[config.mk]
export PLATFORM = sky130hd
export DESIGN_NAME = universal_shift_register_8bit
export DESIGN_NICKNAME = d
export VERILOG_FILES = /design/src/log_mem.v /design/src/word_fifo.v /design/src/universal_shift_register_8bit.v
export VERILOG_INCLUDE_DIRS = /design/src
export SDC_FILE = /design/constraint.sdc
export NUM_CORES = 1
export LEC_CHECK = 0
export ABC_AREA = 1
export BUFFER_PORTS_ARGS = -buffer_cell sky130_fd_sc_hd__buf_2
export CAP_MARGIN = 20
export CORE_ASPECT_RATIO = 0.8
export CORE_MARGIN = 4
export CORE_UTILIZATION = 57
export DETAILED_ROUTE_END_ITERATION = 8
export PLACE_DENSITY_LB_ADDON = 0.12
export SETUP_SLACK_MARGIN = 0.1
export SYNTH_ARGS = -nofsm -noshare
export SYNTH_HDL_FRONTEND = slang
export SYNTH_SLANG_ARGS = --single-unit
[constraint.sdc]
create_clock -name pclk -period 2.5 [get_ports pclk]
set_input_delay 0.125 -clock pclk [delete_from_list [all_inputs] [get_ports pclk]]
set_output_delay 0.125 -clock pclk [all_outputs]
set_load 0.02 [all_outputs]
[src/usr8_regs.vh]
// Offsets, field positions, mode codes and reset values of the shift register block
`ifndef USR8_REGS_VH
`define USR8_REGS_VH

// Register byte offsets
`define OFS_CTRL         8'h00
`define OFS_STATUS       8'h04
`define OFS_LOG          8'h08

// Control register fields
`define CTRL_LOG_EN      0
`define CTRL_RESET       32'h00000000

// Status register fields
`define ST_STATE_LSB     0
`define ST_STATE_MSB     7
`define ST_DRIVE         8
`define ST_MODE_LSB      9
`define ST_MODE_MSB      10
`define ST_OVERFLOW      11
`define ST_EMPTY         12
`define ST_FULL          13

// Log register fields
`define LOG_VALID        8

// Mode codes, {mode_sel_hi, mode_sel_lo}
`define MODE_HOLD        2'h0
`define MODE_RIGHT       2'h1
`define MODE_LEFT        2'h2
`define MODE_LOAD        2'h3

// Reset value and log FIFO size
`define STATE_RESET      8'h00
`define LOG_DEPTH        16
`define LOG_AW           4

`endif

[src/log_mem.v]
// Simple dual-port memory with registered read data and write-through
`timescale 1ns/1ns
module log_mem #(
  parameter WIDTH = 8,
  parameter AW    = 4
) (
  // Clock
  input  wire             pclk,
  // Write port
  input  wire             we,
  input  wire [AW-1:0]    waddr,
  input  wire [WIDTH-1:0] wdata,
  // Read port
  input  wire [AW-1:0]    raddr,
  output reg  [WIDTH-1:0] rdata
);

  reg [WIDTH-1:0] mem [0:(1<<AW)-1];

  // Write, then registered read with bypass of a same-address write
  always @(posedge pclk) begin
    if (we) begin
      mem[waddr] <= wdata;
    end
    if (we && (waddr == raddr)) begin
      rdata <= wdata;
    end else begin
      rdata <= mem[raddr];
    end
  end

endmodule // log_mem

[src/word_fifo.v]
// Synchronous FIFO with valid and ready on both sides
`timescale 1ns/1ns
module word_fifo #(
  parameter WIDTH = 8,
  parameter AW    = 4
) (
  // Clock and reset
  input  wire             pclk,
  input  wire             presetn,
  // Filling side
  input  wire             in_valid,
  output wire             in_ready,
  input  wire [WIDTH-1:0] in_data,
  // Draining side
  output reg              out_valid,
  input  wire             out_ready,
  output wire [WIDTH-1:0] out_data,
  // Fill state
  output wire             full,
  output wire             empty
);

  localparam [AW:0] DEPTH = {1'b1, {AW{1'b0}}};

  reg  [AW-1:0] wr_ptr_r;
  reg  [AW-1:0] rd_ptr_r;
  reg  [AW:0]   count_r;
  reg  [AW-1:0] rd_ptr_nxt;
  reg  [AW:0]   count_nxt;
  wire          push;
  wire          pop;

  assign full     = (count_r == DEPTH);
  assign empty    = (count_r == {(AW+1){1'b0}});
  assign in_ready = ~full;
  assign push     = in_valid & ~full;
  assign pop      = out_valid & out_ready;

  // Next pointer and count
  always @* begin
    rd_ptr_nxt = pop ? rd_ptr_r + 1'b1 : rd_ptr_r;
    count_nxt  = count_r;
    if (push && !pop) begin
      count_nxt = count_r + 1'b1;
    end else if (pop && !push) begin
      count_nxt = count_r - 1'b1;
    end
  end

  // Pointers, count and output valid
  always @(posedge pclk or negedge presetn) begin
    if (!presetn) begin
      wr_ptr_r  <= {AW{1'b0}};
      rd_ptr_r  <= {AW{1'b0}};
      count_r   <= {(AW+1){1'b0}};
      out_valid <= 1'b0;
    end else begin
      if (push) begin
        wr_ptr_r <= wr_ptr_r + 1'b1;
      end
      rd_ptr_r  <= rd_ptr_nxt;
      count_r   <= count_nxt;
      out_valid <= (count_nxt != {(AW+1){1'b0}});
    end
  end

  // Storage, read data follows the next read pointer
  log_mem #(
    .WIDTH (WIDTH),
    .AW    (AW)
  ) u_mem (
    .pclk  (pclk),
    .we    (push),
    .waddr (wr_ptr_r),
    .wdata (in_data),
    .raddr (rd_ptr_nxt),
    .rdata (out_data)
  );

endmodule // word_fifo

[src/universal_shift_register_8bit.v]
// Eight-bit universal shift and storage register with shared bus pins and APB status
//
// Contract
// - Eight-bit state changes only on clock rise
// - Low master clear zeroes state, overrides all
// - Selects decode load, right, left, hold
// - Shift right: serial in to bit 0
// - Shift left: serial in to bit 7
// - Load captures bus pin n into bit n
// - State bits drive bus through three-state drivers
// - Either enable high floats all bus pins
// - Operations continue while drivers are disabled
// - Both selects high also disable bus drivers
// - Bits 0 and 7 always on taps
//
// Register access over APB and the address map are this design's own decisions.
`timescale 1ns/1ns
`include "usr8_regs.vh"
module universal_shift_register_8bit #(
  parameter WIDTH    = 8,
  parameter LOG_AW   = `LOG_AW
) (
  // APB clock and reset
  input  wire             pclk,
  input  wire             presetn,
  // APB slave
  input  wire             psel,
  input  wire             penable,
  input  wire             pwrite,
  input  wire [7:0]       paddr,
  input  wire [31:0]      pwdata,
  output reg  [31:0]      prdata,
  output reg              pready,
  output reg              pslverr,
  // Shift register pins
  input  wire             shift_clock,
  input  wire             master_clear_n,
  input  wire             mode_sel_lo,
  input  wire             mode_sel_hi,
  input  wire             right_serial_in,
  input  wire             left_serial_in,
  input  wire             drive_en_a_n,
  input  wire             drive_en_b_n,
  // Shared bus pins
  input  wire [WIDTH-1:0] par_bus_i,
  output reg  [WIDTH-1:0] par_bus_o,
  output reg  [WIDTH-1:0] par_bus_oe,
  // Cascade taps
  output reg              bit_zero_tap,
  output reg              bit_seven_tap
);

  // Bus pins plus seven control pins pass the synchroniser
  localparam NSYNC = WIDTH + 7;

  // Synchroniser stages for all pin inputs except master clear
  reg  [NSYNC-1:0] sync1_r;
  reg  [NSYNC-1:0] sync2_r;
  reg              clk_seen_r;
  wire             clk_s;
  wire             sel_lo_s;
  wire             sel_hi_s;
  wire             ser_r_s;
  wire             ser_l_s;
  wire             en_a_n_s;
  wire             en_b_n_s;
  wire [WIDTH-1:0] bus_s;
  wire [1:0]       mode;
  wire             clk_rise;
  wire             clear_n;
  reg              clr_sync1_r;
  reg              clr_sync2_r;

  // Register state
  reg  [WIDTH-1:0] state_r;
  reg  [WIDTH-1:0] state_nxt;
  reg              drive_r;
  reg  [31:0]      ctrl_r;
  reg              overflow_r;
  reg  [WIDTH-1:0] pend_r;
  reg              pend_valid_r;

  // FIFO wires
  wire             fifo_in_ready;
  wire             fifo_out_valid;
  wire [WIDTH-1:0] fifo_out_data;
  wire             fifo_full;
  wire             fifo_empty;
  wire             fifo_pop;

  // APB decode
  wire             apb_access;
  wire             apb_done;
  wire             hit_ctrl;
  wire             hit_status;
  wire             hit_log;
  wire             log_event;
  wire             pend_push;

  // Two flip-flops on every pin input except master clear
  // Every level that the shift logic reads comes from the second stage, so
  // selects, serial data and bus levels share the shift clock's latency
  always @(posedge pclk or negedge presetn) begin
    if (!presetn) begin
      sync1_r <= {NSYNC{1'b0}};
      sync2_r <= {NSYNC{1'b0}};
    end else begin
      sync1_r <= {par_bus_i, drive_en_b_n, drive_en_a_n, left_serial_in,
                  right_serial_in, mode_sel_hi, mode_sel_lo, shift_clock};
      sync2_r <= sync1_r;
    end
  end

  // Second-stage taps of the synchroniser
  assign clk_s    = sync2_r[0];
  assign sel_lo_s = sync2_r[1];
  assign sel_hi_s = sync2_r[2];
  assign ser_r_s  = sync2_r[3];
  assign ser_l_s  = sync2_r[4];
  assign en_a_n_s = sync2_r[5];
  assign en_b_n_s = sync2_r[6];
  assign bus_s    = sync2_r[NSYNC-1:7];
  assign mode     = {sel_hi_s, sel_lo_s};

  // Rising edge of the synchronised shift clock
  // Idle low after reset, so a low pin gives no false edge at release
  // Pulses shorter than one pclk on either level may be missed
  always @(posedge pclk or negedge presetn) begin
    if (!presetn) begin
      clk_seen_r <= 1'b0;
    end else begin
      clk_seen_r <= clk_s;
    end
  end

  assign clk_rise = clk_s & ~clk_seen_r;

  // Master clear acts at once, together with system reset
  // Used only as an asynchronous reset, never read by clocked logic
  assign clear_n = presetn & master_clear_n;

  // Clear release on pclk: drops at once, rises two cycles after release
  // The log logic reads this instead of the raw pin, so no metastable level
  // reaches it
  always @(posedge pclk or negedge clear_n) begin
    if (!clear_n) begin
      clr_sync1_r <= 1'b0;
      clr_sync2_r <= 1'b0;
    end else begin
      clr_sync1_r <= 1'b1;
      clr_sync2_r <= clr_sync1_r;
    end
  end

  // Mode decode and next state
  // Codes are {mode_sel_hi, mode_sel_lo}; hold keeps the state unchanged
  always @* begin
    state_nxt = state_r;
    case (mode)
      `MODE_HOLD: begin
        state_nxt = state_r;
      end
      `MODE_RIGHT: begin
        state_nxt = {state_r[WIDTH-2:0], ser_r_s};
      end
      `MODE_LEFT: begin
        state_nxt = {ser_l_s, state_r[WIDTH-1:1]};
      end
      `MODE_LOAD: begin
        state_nxt = bus_s;
      end
      default: begin
        state_nxt = state_r;
      end
    endcase
  end

  // State flip-flops, asynchronous clear overrides clock and selects
  // The enables play no part here, so work goes on with the bus floating
  // A clear in mid-shift wins; the state stays zero until it is lifted
  always @(posedge pclk or negedge clear_n) begin
    if (!clear_n) begin
      state_r <= `STATE_RESET;
    end else if (clk_rise) begin
      state_r <= state_nxt;
    end
  end

  // Driver enable: both enables low and not in load mode
  // Registered so the pins change cleanly; drivers let go three pclk
  // after load is selected, before the far side starts to drive
  // Either enable high floats all eight pins together
  always @(posedge pclk or negedge presetn) begin
    if (!presetn) begin
      drive_r <= 1'b0;
    end else begin
      drive_r <= ~en_a_n_s & ~en_b_n_s
                 & (mode != `MODE_LOAD);
    end
  end

  // Bus drivers and cascade taps
  // Taps follow the state whatever the enables, for cascading stages
  always @* begin
    par_bus_o     = state_r;
    par_bus_oe    = {WIDTH{drive_r}};
    bit_zero_tap  = state_r[0];
    bit_seven_tap = state_r[WIDTH-1];
  end

  // Snapshot of each clocked change, held until the FIFO takes it
  // A second event while the snapshot still waits is dropped and flagged
  // No event while master clear holds the state at zero
  assign log_event = ctrl_r[`CTRL_LOG_EN] & clk_rise & clr_sync2_r & (mode != `MODE_HOLD);
  assign pend_push = pend_valid_r & fifo_in_ready;

  // Holding register, emptied when the FIFO takes its word
  always @(posedge pclk or negedge presetn) begin
    if (!presetn) begin
      pend_r       <= {WIDTH{1'b0}};
      pend_valid_r <= 1'b0;
    end else begin
      if (log_event && (!pend_valid_r || pend_push)) begin
        pend_r       <= state_nxt;
        pend_valid_r <= 1'b1;
      end else if (pend_push) begin
        pend_valid_r <= 1'b0;
      end
    end
  end

  // Log FIFO between the shift logic and software
  // Depth set by LOG_AW; a full FIFO holds back the snapshot register
  // Reads of the log register pop one word each
  word_fifo #(
    .WIDTH (WIDTH),
    .AW    (LOG_AW)
  ) u_log (
    .pclk      (pclk),
    .presetn   (presetn),
    .in_valid  (pend_valid_r),
    .in_ready  (fifo_in_ready),
    .in_data   (pend_r),
    .out_valid (fifo_out_valid),
    .out_ready (fifo_pop),
    .out_data  (fifo_out_data),
    .full      (fifo_full),
    .empty     (fifo_empty)
  );

  // APB access decode, answer one cycle into the access phase
  // pready is a one-cycle pulse, so each access phase lasts two cycles
  // and a held request cannot be taken twice
  assign apb_access = psel & penable;
  assign apb_done   = apb_access & ~pready;
  assign hit_ctrl   = (paddr == `OFS_CTRL);
  assign hit_status = (paddr == `OFS_STATUS);
  assign hit_log    = (paddr == `OFS_LOG);
  assign fifo_pop   = apb_done & ~pwrite & hit_log;

  // Control register and overflow flag, a new overflow wins over its clear
  // Only the log enable bit is kept; the rest of the word reads as zero
  always @(posedge pclk or negedge presetn) begin
    if (!presetn) begin
      ctrl_r     <= `CTRL_RESET;
      overflow_r <= 1'b0;
    end else begin
      if (apb_done && pwrite && hit_ctrl) begin
        ctrl_r <= {{31{1'b0}}, pwdata[`CTRL_LOG_EN]};
      end
      if (log_event && pend_valid_r && !pend_push) begin
        overflow_r <= 1'b1;
      end else if (apb_done && pwrite && hit_status && pwdata[`ST_OVERFLOW]) begin
        overflow_r <= 1'b0;
      end
    end
  end

  // APB answer registers
  // Read data stands only in the cycle of pready and is zero otherwise
  // Unmapped addresses answer with pslverr and zero data, no side effect
  always @(posedge pclk or negedge presetn) begin
    if (!presetn) begin
      prdata  <= 32'h00000000;
      pready  <= 1'b0;
      pslverr <= 1'b0;
    end else begin
      pready  <= apb_done;
      pslverr <= apb_done & ~(hit_ctrl | hit_status | hit_log);
      prdata  <= 32'h00000000;
      if (apb_done && !pwrite) begin
        if (hit_ctrl) begin
          prdata <= ctrl_r;
        end else if (hit_status) begin
          prdata[`ST_STATE_MSB:`ST_STATE_LSB] <= state_r;
          prdata[`ST_DRIVE]                   <= drive_r;
          prdata[`ST_MODE_MSB:`ST_MODE_LSB]   <= mode;
          prdata[`ST_OVERFLOW]                <= overflow_r;
          prdata[`ST_EMPTY]                   <= fifo_empty;
          prdata[`ST_FULL]                    <= fifo_full;
        end else if (hit_log) begin
          prdata[WIDTH-1:0]   <= fifo_out_valid ? fifo_out_data : {WIDTH{1'b0}};
          prdata[`LOG_VALID]  <= fifo_out_valid;
        end
      end
    end
  end

endmodule // universal_shift_register_8bit

==> flow_summary_export.csv <==
group,metric,value,unit
status,status,"finished, final reports clean",
layout,layout_common_cells,"nor2_1, edfxtp_1, nand2_1",
floorplan,initial_utilization,0.580,
yosys,syn_inst,766,
layout,drive_gt1_frac,0.150,
place,place_inst,1005,
global_routing,grt_pass1_vias,5727,
worst_setup_path,reg2reg_to,"ctrl_r[0]",
worst_setup_path,r2r_start,"pready",
layout,seqCellArea,0.00600,mm²
global_routing,grt_pass1_wl,30400,µm
detailed_routing,via_count,5928,
pwr,ir_drop,0.486,mV
detailed_routing,vias_per_cell,5.55,
timing,fin_setup_tns,0,ns
pwr,total_leakage_power,4.39,nW
worst_setup_path,worstRegToRegCells,8,
layout,n_antenna_cell,0,
worst_setup_path,cp_top_family,"buffers and inverters",
layout,final_common_cell,"nor2_1",
worst_hold_path,hp-class,"in -> reg",
worst_setup_path,slowest_stage,"dlygate4sd3_1",
layout,fin_nets,933,
yosys,synth-async-reset-ratio,0.386,
worst_hold_path,hp-start,"psel",
worst_setup_path,r2r_slack,0.29,ns
detailed_routing,route.detailed.drc,0,
floorplan,dieArea,0.0173,mm²
timing,slew_viol_final,0,
timing,rsz0062_at_grt,"no",
yosys,synthTopCellsByArea,"edfxtp_1, dfrtp_1, nor2_1",
detailed_routing,firstDrtPassIters,6,
place,dp_hpwl,12500,µm
detailed_routing,wl_per_cell,18.0,µm
global_routing,grt_start_max_net_pins,45,
place,io_buffer_count,64,
yosys,synth_ff_type,"edfxtp_1",
timing,fin_crit,2.21,ns
layout,utilization,0.671,
yosys,synth_top_cell_area_share,0.443,
place,gp_routability_congestion,0.910,
timing,hold_viol,0,
yosys,synth_edf_count,128,
clock_tree,clock_path_buffers,3,
timing,fmax,0.453,GHz
worst_hold_path,hold-path-endpoint,"prdata[0]",
worst_hold_path,hold_depth,5,
floorplan,die_w,146,µm
layout,layout.cells.non_filler,1068,
layout,fill_cells,1057,
run,maxCapViolations,0,
global_routing,antenna_found_initial,0,
clock_tree,clock_sink_count,215,
layout,layout-area-overhead-vs-synth,15.5,%
worst_setup_path,critPathLaunchType,"register",
clock_tree,cts_buffers,21,
yosys,avgSynthCellArea,11.3,µm²
clock_tree,cts.htree.levels,1,
place,pre_cts_slack,0.482,ns
worst_setup_path,cp.arrival,2.57,ns
timing,setup_viol,0,
timing,clock-skew-final,0.0111,ns
place,dpl_cell_area,0.00914,mm²
worst_setup_path,slowest_delay,0.61,ns
timing,worstMarginPinSlew,0.668,ns
floorplan,rows,40,
global_routing,grt_util_all_layers,0.223,
worst_setup_path,critPathKind,"reg -> reg",
pwr,powerDensity,737,mW/mm²
timing,slew_headroom,0.555,
layout,final_area,0.0100,mm²
timing,fin_crit_sh,0.883,
yosys,synth_top_cell_by_area,"edfxtp_1",
clock_tree,cts_root_buf,"clkbuf_16",
worst_setup_path,path_buf_inv,4,
layout,multiInputGateArea,0.00224,mm²
worst_setup_path,cp.required,2.87,ns
detailed_routing,drt_wl_total,19200,µm
global_routing,grt_overflow,0,
clock_tree,clock_latency,0.49,ns
worst_setup_path,critPathMaxFanout,2,
floorplan,core,0.0150,mm²
floorplan,num_io_pins,113,
detailed_routing,drtIter0Drc,582,
yosys,netlist_area,0.00869,mm²
detailed_routing,ant_nets,0,
worst_setup_path,path_cells,"inv_1 > nand3_1 > dlygate4sd3_1 > inv_1 > nand2_1 > o21ai_1 > nand2_1 > dlygate4sd3_1",
yosys,ys_types,36,
floorplan,die-height,118,µm
clock_tree,cts_tree,"done",
yosys,yosysWarningCount,0,
yosys,seq_area_frac_synth,0.691,
clock_tree,postCtsSetupRepairBufs,0,
timing,fin_ws,0.294,ns
clock_tree,cts.clk_slew.worst_paths,0.06,ns
yosys,ys_ff_latch,215,
worst_setup_path,endpoint_kind,"register",
==> through the flow <==
stage	hold WS [ns]	total power, mW
final	0.0973	7.40
after global routing	0.124	7.68
after CTS	0.0710	7.44
after detailed placement	0.110	4.50
after global placement	0.0935	4.46
after floorplan	-0.171	4.34
==> logic make-up after synthesis <==
logic type,after synthesis,share of synthesized area
compound gates,132,0.0874
xor+xnor,7,0.00706
fa+ha+maj,7,0.0101
buf+inv,97,0.0589
flops,215,0.691
other cells,2,0.000865
simple gates,306,0.145
==> synthesized netlist by cell type, types with 4 or more instances <==
| library cell | count |
|---|---|
| edfxtp_1 | 128 |
| dfxtp_1 | 4 |
| clkbuf_1 | 11 |
| dfrtp_1 | 83 |
| nand3_2 | 4 |
| nor2_1 | 130 |
| o21ai_1 | 5 |
| o21ai_0 | 82 |
| o2111ai_1 | 5 |
| nand2_1 | 127 |
| inv_1 | 38 |
| nor2_2 | 5 |
| buf_2 | 10 |
| xor2_1 | 4 |
| nand3_1 | 28 |
| buf_4 | 30 |
| o211ai_1 | 21 |
| nor3_1 | 4 |
| a21oi_1 | 10 |
| ha_1 | 7 |
==> worst max path at each step <==
stage	depth (start not counted)	end	start	slack (ns)
finish	8	ctrl_r[0]	pready	0.29
global route	8	ctrl_r[0]	pready	0.15
CTS	8	ctrl_r[0]	pready	0.36
detailed placement	8	u_log.u_mem.mem[15][1]	u_log.count_r[0]	0.48
global placement	8	u_log.u_mem.mem[15][1]	u_log.count_r[0]	0.55
floorplan	8	u_log.u_mem.mem[11][0]	u_log.count_r[0]	0.59
==> final cells by class <==
type / instances / share of cell area
sequential: 215 / 0.598
multi-input combinational: 471 / 0.223
clock buffer: 31 / 0.0581
tap: 189 / 0.0236
inverter: 41 / 0.0153
clock inverter: 6 / 0.00511
timing repair buffer: 115 / 0.0768
==> worst reg2reg max path: stages, from the launching register on <==
cell           delay, ns
dfrtp_1             0.38
inv_1               0.06
nand3_1             0.10
dlygate4sd3_1       0.61
inv_1               0.09
nand2_1             0.08
o21ai_1             0.13
nand2_1             0.07
dlygate4sd3_1       0.56
==> flip-flops by register name, summed over array words and instances, names as in the netlist, named ones only <==
signal,cells
u_log.count_r,5
par_bus_o,8
pend_r,8
sync1_r,15
u_log.u_mem.mem,128
clk_seen_r,1
u_log.rd_ptr_r,4
u_log.wr_ptr_r,4
clr_sync1_r,1
clr_sync2_r,1
drive_r,1
prdata,14
ctrl_r,1
sync2_r,15
pslverr,1
pready,1
pend_valid_r,1
overflow_r,1
u_log.out_valid,1
==> metal layers <==
layer  GRT usage  vias up  share of wire
li1            -     2754              -
met1       0.330     2912           0.45
met2       0.355      228           0.47
met3      0.0360       34          0.066
met4      0.0464        0          0.019
met5           0        -              0
==> report_power, final <==
part           internal, mW  total, mW  leakage (nW)  switching [mW]
sequential             3.84       3.94          2.53           0.106
clock                  1.71       2.94         0.309            1.22
combinational         0.181      0.520          1.55           0.339
total                  5.73       7.40          4.39            1.67
==> what timing repair did <==
item	in CTS	in global routing
gates resized for setup	0	1
hold buffers	26	0
endpoints found under the hold margin	67	0
setup endpoints to repair	0	1
Power figures use the tool's default switching activity.
